`src/include/btcs_pkg.sv`:
```
// Constants and carrier types for the branch target and condition select block
package btcs_pkg;
   localparam int          BTCS_XLEN        = 32;
   // Primary and extended operation codes
   localparam logic [5:0]  BTCS_OP_JUMP     = 6'h12;
   localparam logic [5:0]  BTCS_OP_CJUMP    = 6'h10;
   localparam logic [5:0]  BTCS_OP_EXT      = 6'h13;
   localparam logic [9:0]  BTCS_XO_TO_RET   = 10'h010;
   localparam logic [9:0]  BTCS_XO_TO_CNT   = 10'h210;
   localparam logic [9:0]  BTCS_XO_CAND     = 10'h101;
   localparam logic [9:0]  BTCS_XO_CANDC    = 10'h081;
   localparam logic [9:0]  BTCS_XO_CEQV     = 10'h121;
   localparam logic [9:0]  BTCS_XO_CNAND    = 10'h0E1;
   localparam logic [9:0]  BTCS_XO_CNOR     = 10'h021;
   localparam logic [9:0]  BTCS_XO_COR      = 10'h1C1;
   localparam logic [9:0]  BTCS_XO_CORC     = 10'h1A1;
   localparam logic [9:0]  BTCS_XO_CXOR     = 10'h0C1;
   // Field positions (bit 0 is the least significant bit of the word)
   localparam int          BTCS_OP_LSB      = 26;
   localparam int          BTCS_LONG_LSB    = 2;
   localparam int          BTCS_LONG_W      = 24;
   localparam int          BTCS_SHORT_LSB   = 2;
   localparam int          BTCS_SHORT_W     = 14;
   localparam int          BTCS_OPT_LSB     = 21;
   localparam int          BTCS_IDX_A_LSB   = 16;
   localparam int          BTCS_IDX_B_LSB   = 11;
   localparam int          BTCS_XO_LSB      = 1;
   localparam int          BTCS_ABS_BIT     = 1;
   localparam int          BTCS_SAVE_BIT    = 0;
   // Step to the instruction after a jump
   localparam logic [31:0] BTCS_RET_STEP    = 32'h0000_0004;
   localparam logic [31:0] BTCS_ALIGN_MASK  = 32'hFFFF_FFFC;
   // Reset values
   localparam logic [31:0] BTCS_CR_RST      = 32'h0000_0000;
   localparam logic [31:0] BTCS_RET_RST     = 32'h0000_0000;
   localparam logic [31:0] BTCS_CNT_RST     = 32'h0000_0000;
   localparam logic [31:0] BTCS_TGT_RST     = 32'h0000_0000;

   // Decoded instruction from the decode stage
   typedef struct packed {
      logic        valid;
      logic [31:0] word;
      logic [31:0] addr;
   } btcs_req_s;

   // Direct loads of the three branch registers from register moves
   typedef struct packed {
      logic        cr_we;
      logic        ret_we;
      logic        cnt_we;
      logic [31:0] data;
   } btcs_load_s;

   // Answer towards the fetch redirect logic
   typedef struct packed {
      logic        done;
      logic        is_jump;
      logic        taken;
      logic [31:0] target;
   } btcs_redir_s;
endpackage : btcs_pkg

```
`src/hdl/btcs_branch_unit.sv`:
```
// Branch target builder, condition test and condition bit logic
// Operation
// - Jump displacement is 24-bit long offset with two zero bits below, signed 26-bit.
// - Conditional displacement is 14-bit short offset with two zeros below, signed 16-bit.
// - Absolute flag clear: target is current address plus signed displacement.
// - Relative addition wraps modulo two to the thirty-second.
// - Absolute flag set: target is the sign-extended displacement alone.
// - Indirect conditional jumps take target from return or count register.
// - Five-bit test index selects one condition bit, 0 to 31.
// - Top option bit one: condition register ignored in the decision.
// - Unconditional jump always taken; index positions belong to long offset.
// - Condition logic combines two selected bits by eight functions into third.
// - Top option bit zero: selected bit must equal second option bit.
// - Third option bit zero: decrement count, test zero or nonzero by fourth.
// - Save-return flag set: return register loads jump address plus 4.
// - Return register as target has its two low bits ignored.
module btcs_branch_unit
   import btcs_pkg::*;
(
   input  wire logic        clock_i,
   input  wire logic        rst_i,
   input  wire btcs_req_s   instr_i,
   input  wire btcs_load_s  load_i,
   output btcs_redir_s      redir_o,
   output logic [0:31]      condition_register_o,
   output logic [31:0]      return_addr_reg_o,
   output logic [31:0]      loop_count_reg_o
);

   // Architectural state, bit 0 of the condition register is its most significant bit
   logic [0:31]        condition_register;
   logic [31:0]        return_addr_reg;
   logic [31:0]        loop_count_reg;
   btcs_redir_s        redir;

   // Field extraction
   wire logic [31:0]   word               = instr_i.word;
   wire logic [31:0]   current_instr_addr = instr_i.addr;
   wire logic [5:0]    opcode             = word[BTCS_OP_LSB +: 6];
   wire logic [9:0]    xo                 = word[BTCS_XO_LSB +: 10];
   wire logic [23:0]   long_offset_field  = word[BTCS_LONG_LSB +: BTCS_LONG_W];
   wire logic [13:0]   short_offset_field = word[BTCS_SHORT_LSB +: BTCS_SHORT_W];
   wire logic          absolute_form_flag = word[BTCS_ABS_BIT];
   wire logic          save_return_flag   = word[BTCS_SAVE_BIT];
   wire logic [0:4]    branch_options     = word[BTCS_OPT_LSB +: 5];
   wire logic [4:0]    test_flag_index    = word[BTCS_IDX_A_LSB +: 5];
   wire logic [4:0]    src_b_index        = word[BTCS_IDX_B_LSB +: 5];
   wire logic [4:0]    dst_index          = word[BTCS_OPT_LSB +: 5];

   // Instruction class decode
   wire logic          is_jump     = instr_i.valid && (opcode == BTCS_OP_JUMP);
   wire logic          is_cjump    = instr_i.valid && (opcode == BTCS_OP_CJUMP);
   wire logic          is_ext      = instr_i.valid && (opcode == BTCS_OP_EXT);
   wire logic          is_to_ret   = is_ext && (xo == BTCS_XO_TO_RET);
   wire logic          is_to_cnt   = is_ext && (xo == BTCS_XO_TO_CNT);
   wire logic          is_cond     = is_cjump || is_to_ret || is_to_cnt;
   wire logic          is_branch   = is_jump || is_cond;
   wire logic          is_cr_and   = is_ext && (xo == BTCS_XO_CAND);
   wire logic          is_cr_andc  = is_ext && (xo == BTCS_XO_CANDC);
   wire logic          is_cr_eqv   = is_ext && (xo == BTCS_XO_CEQV);
   wire logic          is_cr_nand  = is_ext && (xo == BTCS_XO_CNAND);
   wire logic          is_cr_nor   = is_ext && (xo == BTCS_XO_CNOR);
   wire logic          is_cr_or    = is_ext && (xo == BTCS_XO_COR);
   wire logic          is_cr_orc   = is_ext && (xo == BTCS_XO_CORC);
   wire logic          is_cr_xor   = is_ext && (xo == BTCS_XO_CXOR);
   wire logic          is_cr_logic = is_cr_and || is_cr_andc || is_cr_eqv || is_cr_nand
                                     || is_cr_nor || is_cr_or || is_cr_orc || is_cr_xor;

   wire logic [25:0]   long_disp   = {long_offset_field, 2'b00};
   wire logic [15:0]   short_disp  = {short_offset_field, 2'b00};
   wire logic [31:0]   long_ext    = {{6{long_disp[25]}}, long_disp};
   wire logic [31:0]   short_ext   = {{16{short_disp[15]}}, short_disp};
   wire logic [31:0]   disp_ext    = is_jump ? long_ext : short_ext;
   // relative sum wraps in 32 bits
   wire logic [31:0]   rel_target  = current_instr_addr + disp_ext;
   wire logic [31:0]   imm_target  = absolute_form_flag ? disp_ext : rel_target;
   wire logic [31:0]   ret_target  = return_addr_reg & BTCS_ALIGN_MASK;
   wire logic [31:0]   next_target = is_to_ret ? ret_target
                                     : is_to_cnt ? loop_count_reg : imm_target;

   wire logic          tested_bit  = condition_register[test_flag_index];
   wire logic          cr_ok       = branch_options[0] || (tested_bit == branch_options[1]);
   wire logic          cnt_dec     = is_cond && !branch_options[2];
   wire logic [31:0]   next_count  = loop_count_reg - 32'h0000_0001;
   wire logic          cnt_zero    = (next_count == 32'h0000_0000);
   wire logic          cnt_ok      = branch_options[2] || (cnt_zero == branch_options[3]);
   // unconditional jump ignores options and index positions
   wire logic          next_taken  = is_jump || (is_cond && cr_ok && cnt_ok);

   wire logic          bit_a       = condition_register[test_flag_index];
   wire logic          bit_b       = condition_register[src_b_index];
   wire logic          next_crbit  = is_cr_and  ? (bit_a & bit_b)
                                   : is_cr_andc ? (bit_a & ~bit_b)
                                   : is_cr_eqv  ? ~(bit_a ^ bit_b)
                                   : is_cr_nand ? ~(bit_a & bit_b)
                                   : is_cr_nor  ? ~(bit_a | bit_b)
                                   : is_cr_or   ? (bit_a | bit_b)
                                   : is_cr_orc  ? (bit_a | ~bit_b)
                                   :              (bit_a ^ bit_b);

   wire logic          ret_save    = is_branch && save_return_flag;
   wire logic [31:0]   next_ret    = current_instr_addr + BTCS_RET_STEP;

   // Register moves from decode yield to an instruction in the same cycle
   always_ff @(posedge clock_i) begin
      if (rst_i) begin
         condition_register <= BTCS_CR_RST;
      end else if (is_cr_logic) begin
         condition_register[dst_index] <= next_crbit;
      end else if (load_i.cr_we) begin
         condition_register <= load_i.data;
      end
   end

   always_ff @(posedge clock_i) begin
      if (rst_i) begin
         return_addr_reg <= BTCS_RET_RST;
      end else if (ret_save) begin
         return_addr_reg <= next_ret;
      end else if (load_i.ret_we) begin
         return_addr_reg <= load_i.data;
      end
   end

   always_ff @(posedge clock_i) begin
      if (rst_i) begin
         loop_count_reg <= BTCS_CNT_RST;
      end else if (cnt_dec) begin
         loop_count_reg <= next_count;
      end else if (load_i.cnt_we) begin
         loop_count_reg <= load_i.data;
      end
   end

   always_ff @(posedge clock_i) begin
      if (rst_i) begin
         redir <= '{done: 1'b0, is_jump: 1'b0, taken: 1'b0, target: BTCS_TGT_RST};
      end else begin
         redir.done    <= is_branch || is_cr_logic;
         redir.is_jump <= is_branch;
         redir.taken   <= next_taken;
         redir.target  <= is_branch ? next_target : BTCS_TGT_RST;
      end
   end

   assign redir_o              = redir;
   assign condition_register_o = condition_register;
   assign return_addr_reg_o    = return_addr_reg;
   assign loop_count_reg_o     = loop_count_reg;
endmodule // btcs_branch_unit

```
`config.mk`:
```
export PLATFORM = sky130hd
export DESIGN_NAME = btcs_branch_unit
export DESIGN_NICKNAME = d
export VERILOG_FILES = /design/src/include/btcs_pkg.sv /design/src/hdl/btcs_branch_unit.sv
export SDC_FILE = /design/constraint.sdc
export NUM_CORES = 1
export LEC_CHECK = 0
export BUFFER_PORTS_ARGS = -buffer_cell sky130_fd_sc_hd__buf_2
export CAP_MARGIN = 0
export CORE_MARGIN = 2
export CORE_UTILIZATION = 35
export DETAILED_ROUTE_END_ITERATION = 10
export PLACE_DENSITY_LB_ADDON = 0.3
export SYNTH_ARGS = -nofsm -noshare
export SYNTH_HDL_FRONTEND = slang
export SYNTH_SLANG_ARGS = --single-unit
```
`constraint.sdc`:
```
create_clock -name clock_i -period 6 [get_ports clock_i]
set_input_delay 0.6 -clock clock_i [delete_from_list [all_inputs] [get_ports clock_i]]
set_output_delay 0.6 -clock clock_i [all_outputs]
set_load 0.05 [all_outputs]
```
==> flow_metrics.env <==
export IMPL_synth_top_cell_by_area="dfxtp_1"
export IMPL_antenna_found_initial=2
export IMPL_maxCapViolations=0
export IMPL_fin_crit_ns=4.08
export IMPL_cts_made_buffers=17
export IMPL_vias_per_cell=5.90
export IMPL_fillers=2744
export IMPL_cts_setup_buffers=0
export IMPL_num_rows=60
export IMPL_synth_top_area_share_pct=27.1
export IMPL_die_area_um2=29000
export IMPL_htreeDepth=4
export IMPL_finalHoldViolCount=0
export IMPL_fmax_ghz=0.245
export IMPL_synth_ff_type="dfxtp_1"
export IMPL_ir_worst_vdd_mv=0.126
export IMPL_syn_cell_area_um2=9690
export IMPL_reg2reg_from="condition_register_o[15]"
export IMPL_post_route_util_pct=42.9
export IMPL_syn_mean_instance_area_um2=8.03
export IMPL_ctsHoldBuffers=0
export IMPL_worstPathArrival_ns=4.44
export IMPL_post_dp_cell_area_um2=11100
export IMPL_hold_ws_ns=0.455
export IMPL_hold_class="input port to flip-flop"
export IMPL_initial_core_util_pct=35.7
export IMPL_endpoint_kind="flip-flop"
export IMPL_globalRouteOverflowTotal=0
export IMPL_startpoint_type="input port"
export IMPL_clockBufferDepth=2
export IMPL_syn_inst=1207
export IMPL_async_flop_share_pct=0
export IMPL_ys_ff_latch=131
export IMPL_layout_nets=1524
export IMPL_ant_nets=0
export IMPL_crit_fanout=12
export IMPL_yosys_warnings=0
export IMPL_grt_pass1_vias=9890
export IMPL_setup_viol=0
export IMPL_wire_per_inst_um=22.4
export IMPL_synth_area_top_cells="dfxtp_1 (27%), a211oi_1 (6.1%), mux2i_1 (5.9%)"
export IMPL_route_detailed_drc=0
export IMPL_final_layout_size_suffix_gt1_share_pct=23.3
export IMPL_slew_headroom_pct=14.5
export IMPL_critPathKind="input port to flip-flop"
export IMPL_rsz0062_at_grt="no"
export IMPL_fin_crit_sh_pct=68.0
export IMPL_die_h_um=170
export IMPL_fin_area_um2=11600
export IMPL_grt_max_degree=57
export IMPL_dr_pass1_iters=5
export IMPL_drtIter0Drc=906
export IMPL_critPathLaunch="instr_i[48]"
export IMPL_vias=10400
export IMPL_synth_edf_count=0
export IMPL_hpwl_um=30800
export IMPL_gp_congestion=0.975
export IMPL_ys_types=76
export IMPL_tightest_slew_ns=1.27
export IMPL_required_ns=6.36
export IMPL_cellLeakagePower_uw=0.00490
export IMPL_setup_tns_ns=0
export IMPL_cts_clk_slew_worst_paths_ns=0.07
export IMPL_pin_count=233
export IMPL_grt_usage_pct=27.2
export IMPL_cts_tree="built"
export IMPL_cts_resized_gates=0
export IMPL_cts_num_sinks=131
export IMPL_status="complete, no violations"
export IMPL_hp_start="load_i[7]"
export IMPL_clk_latency_ns=0.44
export IMPL_syn_to_final_growth_pct=19.9
export IMPL_powerDensity_nw_per_um2=233
export IMPL_portBuffers=232
export IMPL_coreArea_um2=27100
export IMPL_postSynthNetCount=1347
export IMPL_slew_violations=0
export IMPL_grt_pass1_wl_um=59600
export IMPL_ys_seq_area_share_pct=27.1
export IMPL_routed_wirelength_um=39600
export IMPL_final_setup_skew_ns=0.0107
export IMPL_die_x_um=170
export IMPL_root_buffer="clkbuf_16"
-- sequential cells by signal, indices dropped and copies added (netlist names) --
| signal | cells |
|---|---|
| redir_o | 35 |
| condition_register_o | 32 |
| loop_count_reg_o | 32 |
| return_addr_reg_o | 32 |
-- metal layers --
layer	up-vias	GRT usage, %	wire length (um)
li1	4873	-	-
met2	537	40.8	17000
met4	0	8.88	1160
met5	-	0	0
met3	75	8.30	4520
met1	4957	37.0	16900
-- synth_stat cells (5+ instances only) --
master and count:
nand2b_1 7, nor4_1 15, nor2_1 122, clkbuf_1 72, nand4_1 8, xor2_1 14
a21o_1 19, dfxtp_1 131, a222oi_1 6, inv_1 24, a221oi_1 14, nor3_1 23
o21ai_0 78, or3_1 17, ha_1 37, and2_1 11, mux2i_1 57, o211ai_1 34
buf_1 5, nand2_1 109, and3_1 16, mux2_2 9, a211oi_1 79, xnor2_1 43
nor2b_1 17, mux4_2 20, nand3_1 26, a21oi_1 85, buf_2 6, a31oi_1 10
o21bai_1 5
-- worst max-delay path, stage by stage --
cell      delay, ns
buf_2          0.29
mux4_2         0.54
mux4_2         0.48
mux2i_1        0.35
inv_1          0.13
ha_1           0.26
a31o_2         0.21
a211oi_1       0.23
a211oi_1       0.08
nand2_1        0.09
o21ai_1        0.26
or4_1          0.68
o211ai_1       0.22
-- logic make-up after synthesis --
group,count (synthesis),synth area share (%)
simple gates,408,21.0
fa+ha+maj,38,4.99
xor+xnor,57,5.15
buf+inv,109,4.46
flops,131,27.1
mux,86,11.6
compound gates,378,25.8
-- layout by cell type, fill, tap and decap left out, types with 11 or more instances in the layout --
cell,n
o211ai_1,34
ha_1,37
xor2_1,14
nor2b_1,17
xnor2_1,43
buf_4,11
dfxtp_1,131
nand2_1,108
nand3_1,26
nor4_1,15
a211oi_1,79
nor3_1,23
buf_2,232
o21ai_0,78
nor2_1,122
and2_1,11
mux2i_1,57
a21o_1,19
a221oi_1,14
clkbuf_16,17
mux4_2,20
a21oi_1,85
and3_1,16
inv_1,24
or3_1,17
-- per-stage QoR --
step | total power (uW) | instances | setup WS [ns]
final | 2710 | 1771 | 1.92
after global routing | 2820 | 1769 | 1.59
after CTS | 2700 | 1769 | 1.90
after detailed placement | 1720 | 1737 | 1.45
after global placement | 1720 | 1737 | 1.58
after floorplan | 1490 | 1207 | 1.94
-- power breakdown --
part	switching [uW]	internal [uW]	total [uW]
logic	490	252	742
registers	64.4	910	975
clock network	458	531	990
-- path summary, 6_finish.rpt --
check	to	slack [ns]	depth (start not counted)
max	condition_register_o[8]	1.92	13
max reg2reg	condition_register_o[8]	2.09	12
min	loop_count_reg_o[7]	0.46	3
min reg2reg	redir_o[25]	0.53	2
-- area by class of cell --
cell class | count | area (um^2) | share of cell area [%]
multi-input combinational | 967 | 6650 | 57.3
sequential | 131 | 2620 | 22.6
timing repair buffer | 243 | 1240 | 10.7
tap | 372 | 465 | 4.01
clock buffer | 18 | 429 | 3.70
clock inverter | 14 | 109 | 0.937
inverter | 24 | 90.1 | 0.776
antenna | 2 | 5.00 | 0.0431
Power figures use the tool's default switching activity.
